===== src/verilog/ndai_defines.vh =====
// Constants for the namespace deallocate and atomic capability block.
// Assumes an APB slave with 32-bit aligned word registers.
`ifndef NDAI_DEFINES_VH
`define NDAI_DEFINES_VH
// Register byte offsets
`define NDAI_OFF_CFG 12'h000
`define NDAI_OFF_ATOM0 12'h004
`define NDAI_OFF_ATOM1 12'h008
`define NDAI_OFF_CTRL0 12'h00C
`define NDAI_OFF_CTRL1 12'h010
`define NDAI_OFF_IDW0 12'h014
`define NDAI_OFF_IDW1 12'h018
`define NDAI_OFF_STAT 12'h01C
`define NDAI_OFF_GCHK 12'h020
// Identify byte offsets of the fields
`define NDAI_IDB_DEALLOC 8'd33
`define NDAI_IDB_CTRL_ATOMIC_UNIT_NORMAL 8'd34
// Deallocate read feature field layout
`define NDAI_DRV_LSB 0
`define NDAI_DRV_MSB 2
`define NDAI_WZD_BIT 3
`define NDAI_GRD_BIT 4
// Deallocate read value codes
`define NDAI_DRV_NONE 3'h0
`define NDAI_DRV_ZERO 3'h1
`define NDAI_DRV_ONES 3'h2
// Reset values and CRC polynomial
`define NDAI_CFG_RST 32'h0000_0001
`define NDAI_ATOM_RST 32'h0000_0000
`define NDAI_GUARD_ONES 16'hFFFF
`define NDAI_CRC_POLY 16'h8BB7
`define NDAI_CRC_SEED 16'h0000
`endif


===== src/verilog/ndai_top.v =====
// Namespace deallocate features and atomic unit reporting, APB slave.
// Assumes an APB master on pclk and a write path that polls the boundary check.
//
// Local design decisions: the APB interface to the registers and the register addresses.
`timescale 1ns/10ps
`include "ndai_defines.vh"
module ndai_top #(
   parameter AW = 12,
   parameter LBAW = 32
) (
   input wire pclk,
   input wire presetn,
   input wire psel,
   input wire penable,
   input wire pwrite,
   input wire [AW-1:0] paddr,
   input wire [31:0] pwdata,
   input wire [3:0] pstrb,
   output reg [31:0] prdata,
   output reg pready,
   output reg pslverr,
   input wire subsys_wz_dealloc,
   output reg [7:0] deallocate_read_features,
   output reg [15:0] guard_value,
   output reg [15:0] eff_atomic_normal,
   output reg [15:0] eff_atomic_powerfail,
   output reg [15:0] eff_atomic_compare_write
);
   reg [31:0] cfg;
   reg [15:0] ns_atomic_unit_normal;
   reg [15:0] ns_atomic_unit_powerfail;
   reg [15:0] ns_atomic_compare_write_unit;
   reg [15:0] ns_atomic_boundary_normal;
   reg [15:0] ctrl_atomic_unit_normal;
   reg [15:0] ctrl_atomic_unit_powerfail;
   reg [15:0] ctrl_atomic_compare_write_unit;
   reg [15:0] crc_run;
   reg [LBAW-1:0] chk_slba;
   reg [15:0] chk_nlb;
   reg chk_cross;
   reg next_cross;
   reg wz_s1;
   reg wz_s2;
   reg [31:0] next_prdata;
   reg next_err;
   reg [2:0] drv_code;
   reg [7:0] feat_byte;
   reg [LBAW-1:0] first_reg;
   reg [LBAW-1:0] last_reg;
   reg [LBAW-1:0] last_lba;
   wire [15:0] crc_next;
   wire [15:0] sel_n;
   wire [15:0] sel_pf;
   wire [15:0] sel_cw;
   wire acc;
   wire wr;
   wire guard_mode;
   wire [7:0] crc_byte;

   assign acc = psel & penable;
   assign wr = acc & pwrite;
   assign guard_mode = cfg[`NDAI_GRD_BIT];
   assign crc_byte = cfg[15:8];

   // Subsystem strap comes from another domain
   always @(posedge pclk or negedge presetn)
   begin
      if (!presetn)
      begin
         wz_s1 <= 1'b0;
         wz_s2 <= 1'b0;
      end
      else
      begin
         wz_s1 <= subsys_wz_dealloc;
         wz_s2 <= wz_s1;
      end
   end

   // Reserved value codes are masked to not reported
   always @*
   begin
      drv_code = cfg[`NDAI_DRV_MSB:`NDAI_DRV_LSB];
      if (drv_code != `NDAI_DRV_ZERO && drv_code != `NDAI_DRV_ONES)
      begin
         drv_code = `NDAI_DRV_NONE;
      end
      feat_byte = 8'h00;
      feat_byte[`NDAI_DRV_MSB:`NDAI_DRV_LSB] = drv_code;
      feat_byte[`NDAI_WZD_BIT] = wz_s2;
      feat_byte[`NDAI_GRD_BIT] = guard_mode;
   end

   ndai_crc16 #(
      .POLY(`NDAI_CRC_POLY)
   ) u_crc (
      .crc_in(crc_run),
      .data(crc_byte),
      .crc_out(crc_next)
   );

   ndai_unit_sel #(
      .W(16)
   ) u_sel_n (
      .ns_unit(ns_atomic_unit_normal),
      .ctrl_unit(ctrl_atomic_unit_normal),
      .eff_unit(sel_n)
   );

   ndai_unit_sel #(
      .W(16)
   ) u_sel_pf (
      .ns_unit(ns_atomic_unit_powerfail),
      .ctrl_unit(ctrl_atomic_unit_powerfail),
      .eff_unit(sel_pf)
   );

   ndai_unit_sel #(
      .W(16)
   ) u_sel_cw (
      .ns_unit(ns_atomic_compare_write_unit),
      .ctrl_unit(ctrl_atomic_compare_write_unit),
      .eff_unit(sel_cw)
   );

   // Boundary region of first and last block of a checked write
   always @*
   begin
      next_cross = 1'b0;
      last_lba = chk_slba + {{(LBAW-16){1'b0}}, chk_nlb};
      if (ns_atomic_boundary_normal == 16'h0000)
      begin
         first_reg = {LBAW{1'b0}};
         last_reg = {LBAW{1'b0}};
      end
      else
      begin
         first_reg = chk_slba / {{(LBAW-16){1'b0}}, ns_atomic_boundary_normal};
         last_reg = last_lba / {{(LBAW-16){1'b0}}, ns_atomic_boundary_normal};
         // A write that stays in one region is atomic
         if (first_reg != last_reg)
         begin
            next_cross = 1'b1;
         end
      end
   end

   // Read mux and unmapped decode
   always @*
   begin
      next_prdata = 32'h0000_0000;
      next_err = 1'b0;
      if (paddr == `NDAI_OFF_CFG)
      begin
         next_prdata = {16'h0000, cfg[15:8], 3'b000, cfg[4:0]};
      end
      else if (paddr == `NDAI_OFF_ATOM0)
      begin
         next_prdata = {ns_atomic_unit_powerfail, ns_atomic_unit_normal};
      end
      else if (paddr == `NDAI_OFF_ATOM1)
      begin
         next_prdata = {ns_atomic_boundary_normal, ns_atomic_compare_write_unit};
      end
      else if (paddr == `NDAI_OFF_CTRL0)
      begin
         next_prdata = {ctrl_atomic_unit_powerfail, ctrl_atomic_unit_normal};
      end
      else if (paddr == `NDAI_OFF_CTRL1)
      begin
         next_prdata = {16'h0000, ctrl_atomic_compare_write_unit};
      end
      else if (paddr == `NDAI_OFF_IDW0)
      begin
         // Identify bytes 32..35 as seen by the host, byte 32 outside here
         next_prdata = {ns_atomic_unit_normal, feat_byte, 8'h00};
      end
      else if (paddr == `NDAI_OFF_IDW1)
      begin
         // Identify bytes 36..39
         next_prdata = {ns_atomic_compare_write_unit, ns_atomic_unit_powerfail};
      end
      else if (paddr == `NDAI_OFF_STAT)
      begin
         next_prdata = {guard_value, 15'h0000, chk_cross};
      end
      else if (paddr == `NDAI_OFF_GCHK)
      begin
         next_prdata = {16'h0000, chk_nlb};
      end
      else
      begin
         next_err = 1'b1;
      end
   end

   // APB slave, zero wait states, pready high in each access phase
   always @(posedge pclk or negedge presetn)
   begin
      if (!presetn)
      begin
         prdata <= 32'h0000_0000;
         pready <= 1'b0;
         pslverr <= 1'b0;
      end
      else
      begin
         pready <= psel & ~penable;
         pslverr <= psel & ~penable & next_err;
         if (psel & ~penable & ~pwrite)
         begin
            prdata <= next_prdata;
         end
      end
   end

   // Register writes at the completing access edge
   always @(posedge pclk or negedge presetn)
   begin
      if (!presetn)
      begin
         cfg <= `NDAI_CFG_RST;
         ns_atomic_unit_normal <= 16'h0000;
         ns_atomic_unit_powerfail <= 16'h0000;
         ns_atomic_compare_write_unit <= 16'h0000;
         ns_atomic_boundary_normal <= 16'h0000;
         ctrl_atomic_unit_normal <= 16'h0000;
         ctrl_atomic_unit_powerfail <= 16'h0000;
         ctrl_atomic_compare_write_unit <= 16'h0000;
         chk_slba <= {LBAW{1'b0}};
         chk_nlb <= 16'h0000;
      end
      else if (wr & pready & ~pslverr)
      begin
         if (paddr == `NDAI_OFF_CFG)
         begin
            if (pstrb[0])
            begin
               cfg[7:0] <= {3'b000, pwdata[4:0]};
            end
            if (pstrb[1])
            begin
               // Feeding a byte steps the guard CRC over returned content
               cfg[15:8] <= pwdata[15:8];
            end
         end
         else if (paddr == `NDAI_OFF_ATOM0)
         begin
            if (pstrb[0]) ns_atomic_unit_normal[7:0] <= pwdata[7:0];
            if (pstrb[1]) ns_atomic_unit_normal[15:8] <= pwdata[15:8];
            if (pstrb[2]) ns_atomic_unit_powerfail[7:0] <= pwdata[23:16];
            if (pstrb[3]) ns_atomic_unit_powerfail[15:8] <= pwdata[31:24];
         end
         else if (paddr == `NDAI_OFF_ATOM1)
         begin
            if (pstrb[0]) ns_atomic_compare_write_unit[7:0] <= pwdata[7:0];
            if (pstrb[1]) ns_atomic_compare_write_unit[15:8] <= pwdata[15:8];
            if (pstrb[2]) ns_atomic_boundary_normal[7:0] <= pwdata[23:16];
            if (pstrb[3]) ns_atomic_boundary_normal[15:8] <= pwdata[31:24];
         end
         else if (paddr == `NDAI_OFF_CTRL0)
         begin
            if (pstrb[0]) ctrl_atomic_unit_normal[7:0] <= pwdata[7:0];
            if (pstrb[1]) ctrl_atomic_unit_normal[15:8] <= pwdata[15:8];
            if (pstrb[2]) ctrl_atomic_unit_powerfail[7:0] <= pwdata[23:16];
            if (pstrb[3]) ctrl_atomic_unit_powerfail[15:8] <= pwdata[31:24];
         end
         else if (paddr == `NDAI_OFF_CTRL1)
         begin
            if (pstrb[0]) ctrl_atomic_compare_write_unit[7:0] <= pwdata[7:0];
            if (pstrb[1]) ctrl_atomic_compare_write_unit[15:8] <= pwdata[15:8];
         end
         else if (paddr == `NDAI_OFF_STAT)
         begin
            chk_slba <= pwdata[LBAW-1:0];
         end
         else if (paddr == `NDAI_OFF_GCHK)
         begin
            chk_nlb <= pwdata[15:0];
         end
      end
   end

   // Guard CRC, one step per CFG write setup that carries the byte lane
   always @(posedge pclk or negedge presetn)
   begin
      if (!presetn)
      begin
         crc_run <= `NDAI_CRC_SEED;
      end
      else if (wr & pready & ~pslverr & (paddr == `NDAI_OFF_CFG) & pstrb[2] & pwdata[16])
      begin
         // Reseed at the completing access edge
         crc_run <= `NDAI_CRC_SEED;
      end
      else if (psel & ~penable & pwrite & (paddr == `NDAI_OFF_CFG) & pstrb[1])
      begin
         crc_run <= crc_next;
      end
   end

   // Outputs, boundary check and guard selection
   always @(posedge pclk or negedge presetn)
   begin
      if (!presetn)
      begin
         deallocate_read_features <= 8'h00;
         guard_value <= `NDAI_GUARD_ONES;
         eff_atomic_normal <= 16'h0000;
         eff_atomic_powerfail <= 16'h0000;
         eff_atomic_compare_write <= 16'h0000;
         chk_cross <= 1'b0;
      end
      else
      begin
         deallocate_read_features <= feat_byte;
         eff_atomic_normal <= sel_n;
         eff_atomic_powerfail <= sel_pf;
         eff_atomic_compare_write <= sel_cw;
         // No boundaries when size is zero; else flag a crossing write
         chk_cross <= next_cross;
         if (guard_mode)
         begin
            guard_value <= crc_run;
         end
         else
         begin
            guard_value <= `NDAI_GUARD_ONES;
         end
      end
   end
endmodule // ndai_top


===== src/verilog/ndai_crc16.v =====
// CRC16 over one data byte for the guard of deallocated blocks.
// Assumes the caller holds the running value and steps one byte at a time.
`timescale 1ns/10ps
module ndai_crc16 #(
   parameter [15:0] POLY = 16'h8BB7
) (
   input wire [15:0] crc_in,
   input wire [7:0] data,
   output reg [15:0] crc_out
);
   integer i;
   reg [15:0] c;
   always @*
   begin
      c = crc_in;
      for (i = 7; i >= 0; i = i - 1)
      begin
         if (c[15] ^ data[i])
         begin
            c = {c[14:0], 1'b0} ^ POLY;
         end
         else
         begin
            c = {c[14:0], 1'b0};
         end
      end
      crc_out = c;
   end
endmodule // ndai_crc16


===== src/verilog/ndai_unit_sel.v =====
// Picks the namespace atomic unit or falls back to the controller value.
// Assumes both inputs use the same logical-block encoding.
`timescale 1ns/10ps
module ndai_unit_sel #(
   parameter W = 16
) (
   input wire [W-1:0] ns_unit,
   input wire [W-1:0] ctrl_unit,
   output wire [W-1:0] eff_unit
);
   // Zero means inherit the controller-wide size
   assign eff_unit = (ns_unit == {W{1'b0}}) ? ctrl_unit : ns_unit;
endmodule // ndai_unit_sel


===== config.mk =====
export PLATFORM = sky130hd
export DESIGN_NAME = ndai_top
export DESIGN_NICKNAME = d
export VERILOG_FILES = /design/src/verilog/ndai_top.v /design/src/verilog/ndai_crc16.v /design/src/verilog/ndai_unit_sel.v
export VERILOG_INCLUDE_DIRS = /design/src /design/src/verilog
export SDC_FILE = /design/constraint.sdc
export NUM_CORES = 2
export LEC_CHECK = 0
export ABC_AREA = 1
export BUFFER_PORTS_ARGS = -buffer_cell sky130_fd_sc_hd__buf_2
export CAP_MARGIN = 20
export CORE_ASPECT_RATIO = 0.6
export CORE_UTILIZATION = 30
export CTS_CLUSTER_DIAMETER = 100
export DETAILED_ROUTE_END_ITERATION = 7
export PLACE_DENSITY = 0.49
export SLEW_MARGIN = 20
export SYNTH_ARGS = -nofsm -noshare
export SYNTH_HDL_FRONTEND = slang
export SYNTH_SLANG_ARGS = --single-unit
export TNS_END_PERCENT = 10

===== constraint.sdc =====
create_clock -name pclk -period 278 [get_ports pclk]
set_input_delay 83.4 -clock pclk [delete_from_list [all_inputs] [get_ports pclk]]
set_output_delay 83.4 -clock pclk [all_outputs]
set_load 0.01 [all_outputs]

==> metrics.md <==
| Metric | Value |
|---|---|
| Status | `completed` |
| ANT nets after route | `0` |
| I/O pins | `160` |
| Total CTS buffers | `38` |
| Yosys top cell by area | `ha_1` |
| Fillcell total | `21560` |
| Min Tclk post-route | `103.93 ns` |
| # DRC | `0` |
| Finish-stage setup viols | `0` |
| Antenna violations before repair | `17` |
| Footprint of the multi-input gates | `0.04605 mm2` |
| Crit start category | `flip-flop` |
| Mapped Avg Cell Area | `6.280 um2` |
| 1st-iter DRT viols | `5709` |
| Relative slew slack | `23.78%` |
| I/O Buffers | `156` |
| Number of global-route vias before repair | `57730` |
| Pins over their slew limit | `0` |
| Synth Flop Type | `dfrtp_1` |
| Reg2Reg Depth | `594` |
| WL per Instance | `17.92 um` |
| Most frequent CP cell | `nand2_1` |
| Ys async rst share | `100.0%` |
| Delay-heaviest family, CP | `compound AO/OA/AOI/OAI gates` |
| CTS tree | `yes` |
| GRT Total Usage | `21.16%` |
| Vias | `62420` |
| Site Rows | `126` |
| Arrival @ worst endpoint | `104.39 ns` |
| HP Class | `reg -> reg` |
| Yosys top cell area share | `16.70%` |
| Max FO, Critical Path | `34` |
| Worst Hold End | `wz_s2` |
| Slowest CP cell | `nand3_1` |
| R2r startpoint | `chk_slba[9]` |
| Clk Latency, worst-skew pair | `0.59 ns` |
| Hold depth | `0` |
| Synth Warn # | `0` |
| Final Hold Fails | `0` |
| Hold_sp | `wz_s1` |
| Core Area | `0.1979 mm2` |
| RSZ-0062 raised after global routing | `false` |
| Kind of critical path | `reg -> reg` |
| Max-cap violations | `0` |
| Most common cell after layout, fill and taps aside | `nand2_1` |
| Critical Path RT | `278.46 ns` |
| Syn Inst Count | `9567` |
| Clock transition at path regs | `0.06 ns` |
| Die ar. | `0.2021 mm2` |
| Reg area | `0.007403 mm2` |
| Sequential fraction of the synthesis area | `12.32%` |
| Layout cells sized above 1 | `9.533%` |
| Hold buffers post-CTS | `0` |
| RD Place Congestion | `0.9315` |
| Post-Layout Cell Count | `12270` |
| Setup Skew | `0.03365 ns` |
| Post-CTS sizing | `0` |
| Area Overhead vs Synth | `8.174%` |
| Placed insts | `12200` |
| Actual slew at the worst max-slew pin | `1.133 ns` |
| Nature of the critical path endpoint | `flip-flop` |
| Nets | `10470` |
| Die extent in y | `348.6 um` |
| CTS Sinks | `295` |
| Top flop regs | `chk_slba x32, prdata x32` |
| DRT Pass-1 Iters | `6` |
| Die Wd | `579.7 um` |
| FF-to-FF setup slack | `174.07 ns` |
| WL final | `219.9 mm` |
| Crit path buf inv count | `115` |
| Htree depth | `2` |
| Achievable Freq | `9.621 MHz` |
| Global route total overflow | `0` |
| Post-Syn Area | `0.06008 mm2` |
| Root buffer cell | `clkbuf_16` |
| Via density | `5.087` |
| Largest stage delay, worst path | `0.76 ns` |
| Initial Util | `30.36%` |
| First-pass GRT wire length | `339.7 mm` |
| Pin count of the biggest net entering global routing | `114` |
| FF-to-FF End | `chk_cross` |
| EDFF count, synth | `0` |
| Setup TNS | `0 ns` |
| Post-DP HPWL | `180.3 mm` |
| Flops & latches, synth | `295` |
| Period utilisation layout | `37.39%` |
| Most frequent cells in the layout | `nand2_1, inv_1, o21ai_0` |
| Synth top area cells | `ha_1, nand2_1, dfrtp_1, inv_1, o21ai_0` |
| # Post-CTS Setup Buffers | `0` |
| Clk buf depth | `3` |
| Post-synth cell types | `84` |
==> worst max-delay path by stage <==
stage                                            start         to  slack (ns)  cells past startpoint
after floorplan           ns_atomic_boundary_normal[3]  chk_cross      190.30                    682
final                                      chk_slba[9]  chk_cross      174.07                    594
after global placement                     chk_slba[9]  chk_cross      174.91                    597
after global routing                       chk_slba[9]  chk_cross      161.29                    598
after CTS                                  chk_slba[9]  chk_cross      173.80                    598
after detailed placement                   chk_slba[9]  chk_cross      174.29                    599
==> logic make-up (layout without fill, tap and decap cells) <==
logic type,after synthesis,count (layout),synth area share (%)
AND/OR/NAND/NOR,4140,4140,31.54
flip-flops,295,295,12.32
XOR/XNOR,664,664,9.693
buffers and inverters,1685,1755,11.14
multiplexers,1,1,0.01666
AO/OA/AOI/OAI,1978,1978,18.54
adder cells (fa/ha/maj),803,803,16.74
other,1,11,0.006242
==> through the flow <==
step / setup WS, ns / util [%] / hold slack [ns] / area (um2)
floorplan: 190.30 / - / 0.3312 / 60090
global placement: 174.91 / 32.13 / 0.3369 / 63560
detailed placement: 174.29 / 32.14 / 0.3386 / 63590
CTS: 173.80 / 32.82 / 0.3481 / 64940
global route: 161.29 / 32.84 / 0.3693 / 64970
finish: 174.07 / 32.85 / 0.3490 / 64990
==> synth_stat cells, types with 28 or more instances <==
master	n
nand3_1	495
nor2_4	35
o21ai_0	952
nor2_2	44
xnor2_1	235
clkbuf_1	161
a21oi_1	558
nand2_4	40
ha_1	802
inv_2	89
nand2_2	116
a21o_1	79
nor3_1	78
nand3_2	67
dfrtp_1	278
o21bai_1	66
a21oi_2	28
xor2_1	428
nand2_1	2361
or2_2	79
nand4_1	166
nor2_1	543
inv_1	1347
nand3b_1	31
o21ai_1	70
o31ai_1	32
==> cell type report <==
cell class | instances | area share, %
diodes | 7 | 0.02695
clock inverters | 20 | 0.5256
flip-flops and latches | 295 | 11.39
repair buffers | 226 | 2.041
multi-input cells | 7590 | 70.85
well taps | 2624 | 5.052
inverters | 1464 | 8.560
clock buffers | 45 | 1.550
==> worst register-to-register path, delay by kind of cell, from the launching register on <==
family | cells | cell delay (ns)
XOR/XNOR | 1 | 0.25
AO/OA/AOI/OAI | 243 | 49.99
flip-flops | 1 | 0.46
buffers and inverters | 115 | 15.62
adder cells (fa/ha/maj) | 33 | 10.96
AND/OR/NAND/NOR | 202 | 26.43
==> metal layers <==
metal	track usage [%]	up-vias	wire [um]
li1	-	31590	-
met1	34.50	28730	119100
met2	28.64	1932	80100
met3	3.325	165	17870
met4	2.566	8	2786
met5	0	-	57
Power is not shown: default switching activity piles up to over one toggle a cycle in this logic, so the estimate is an artifact.
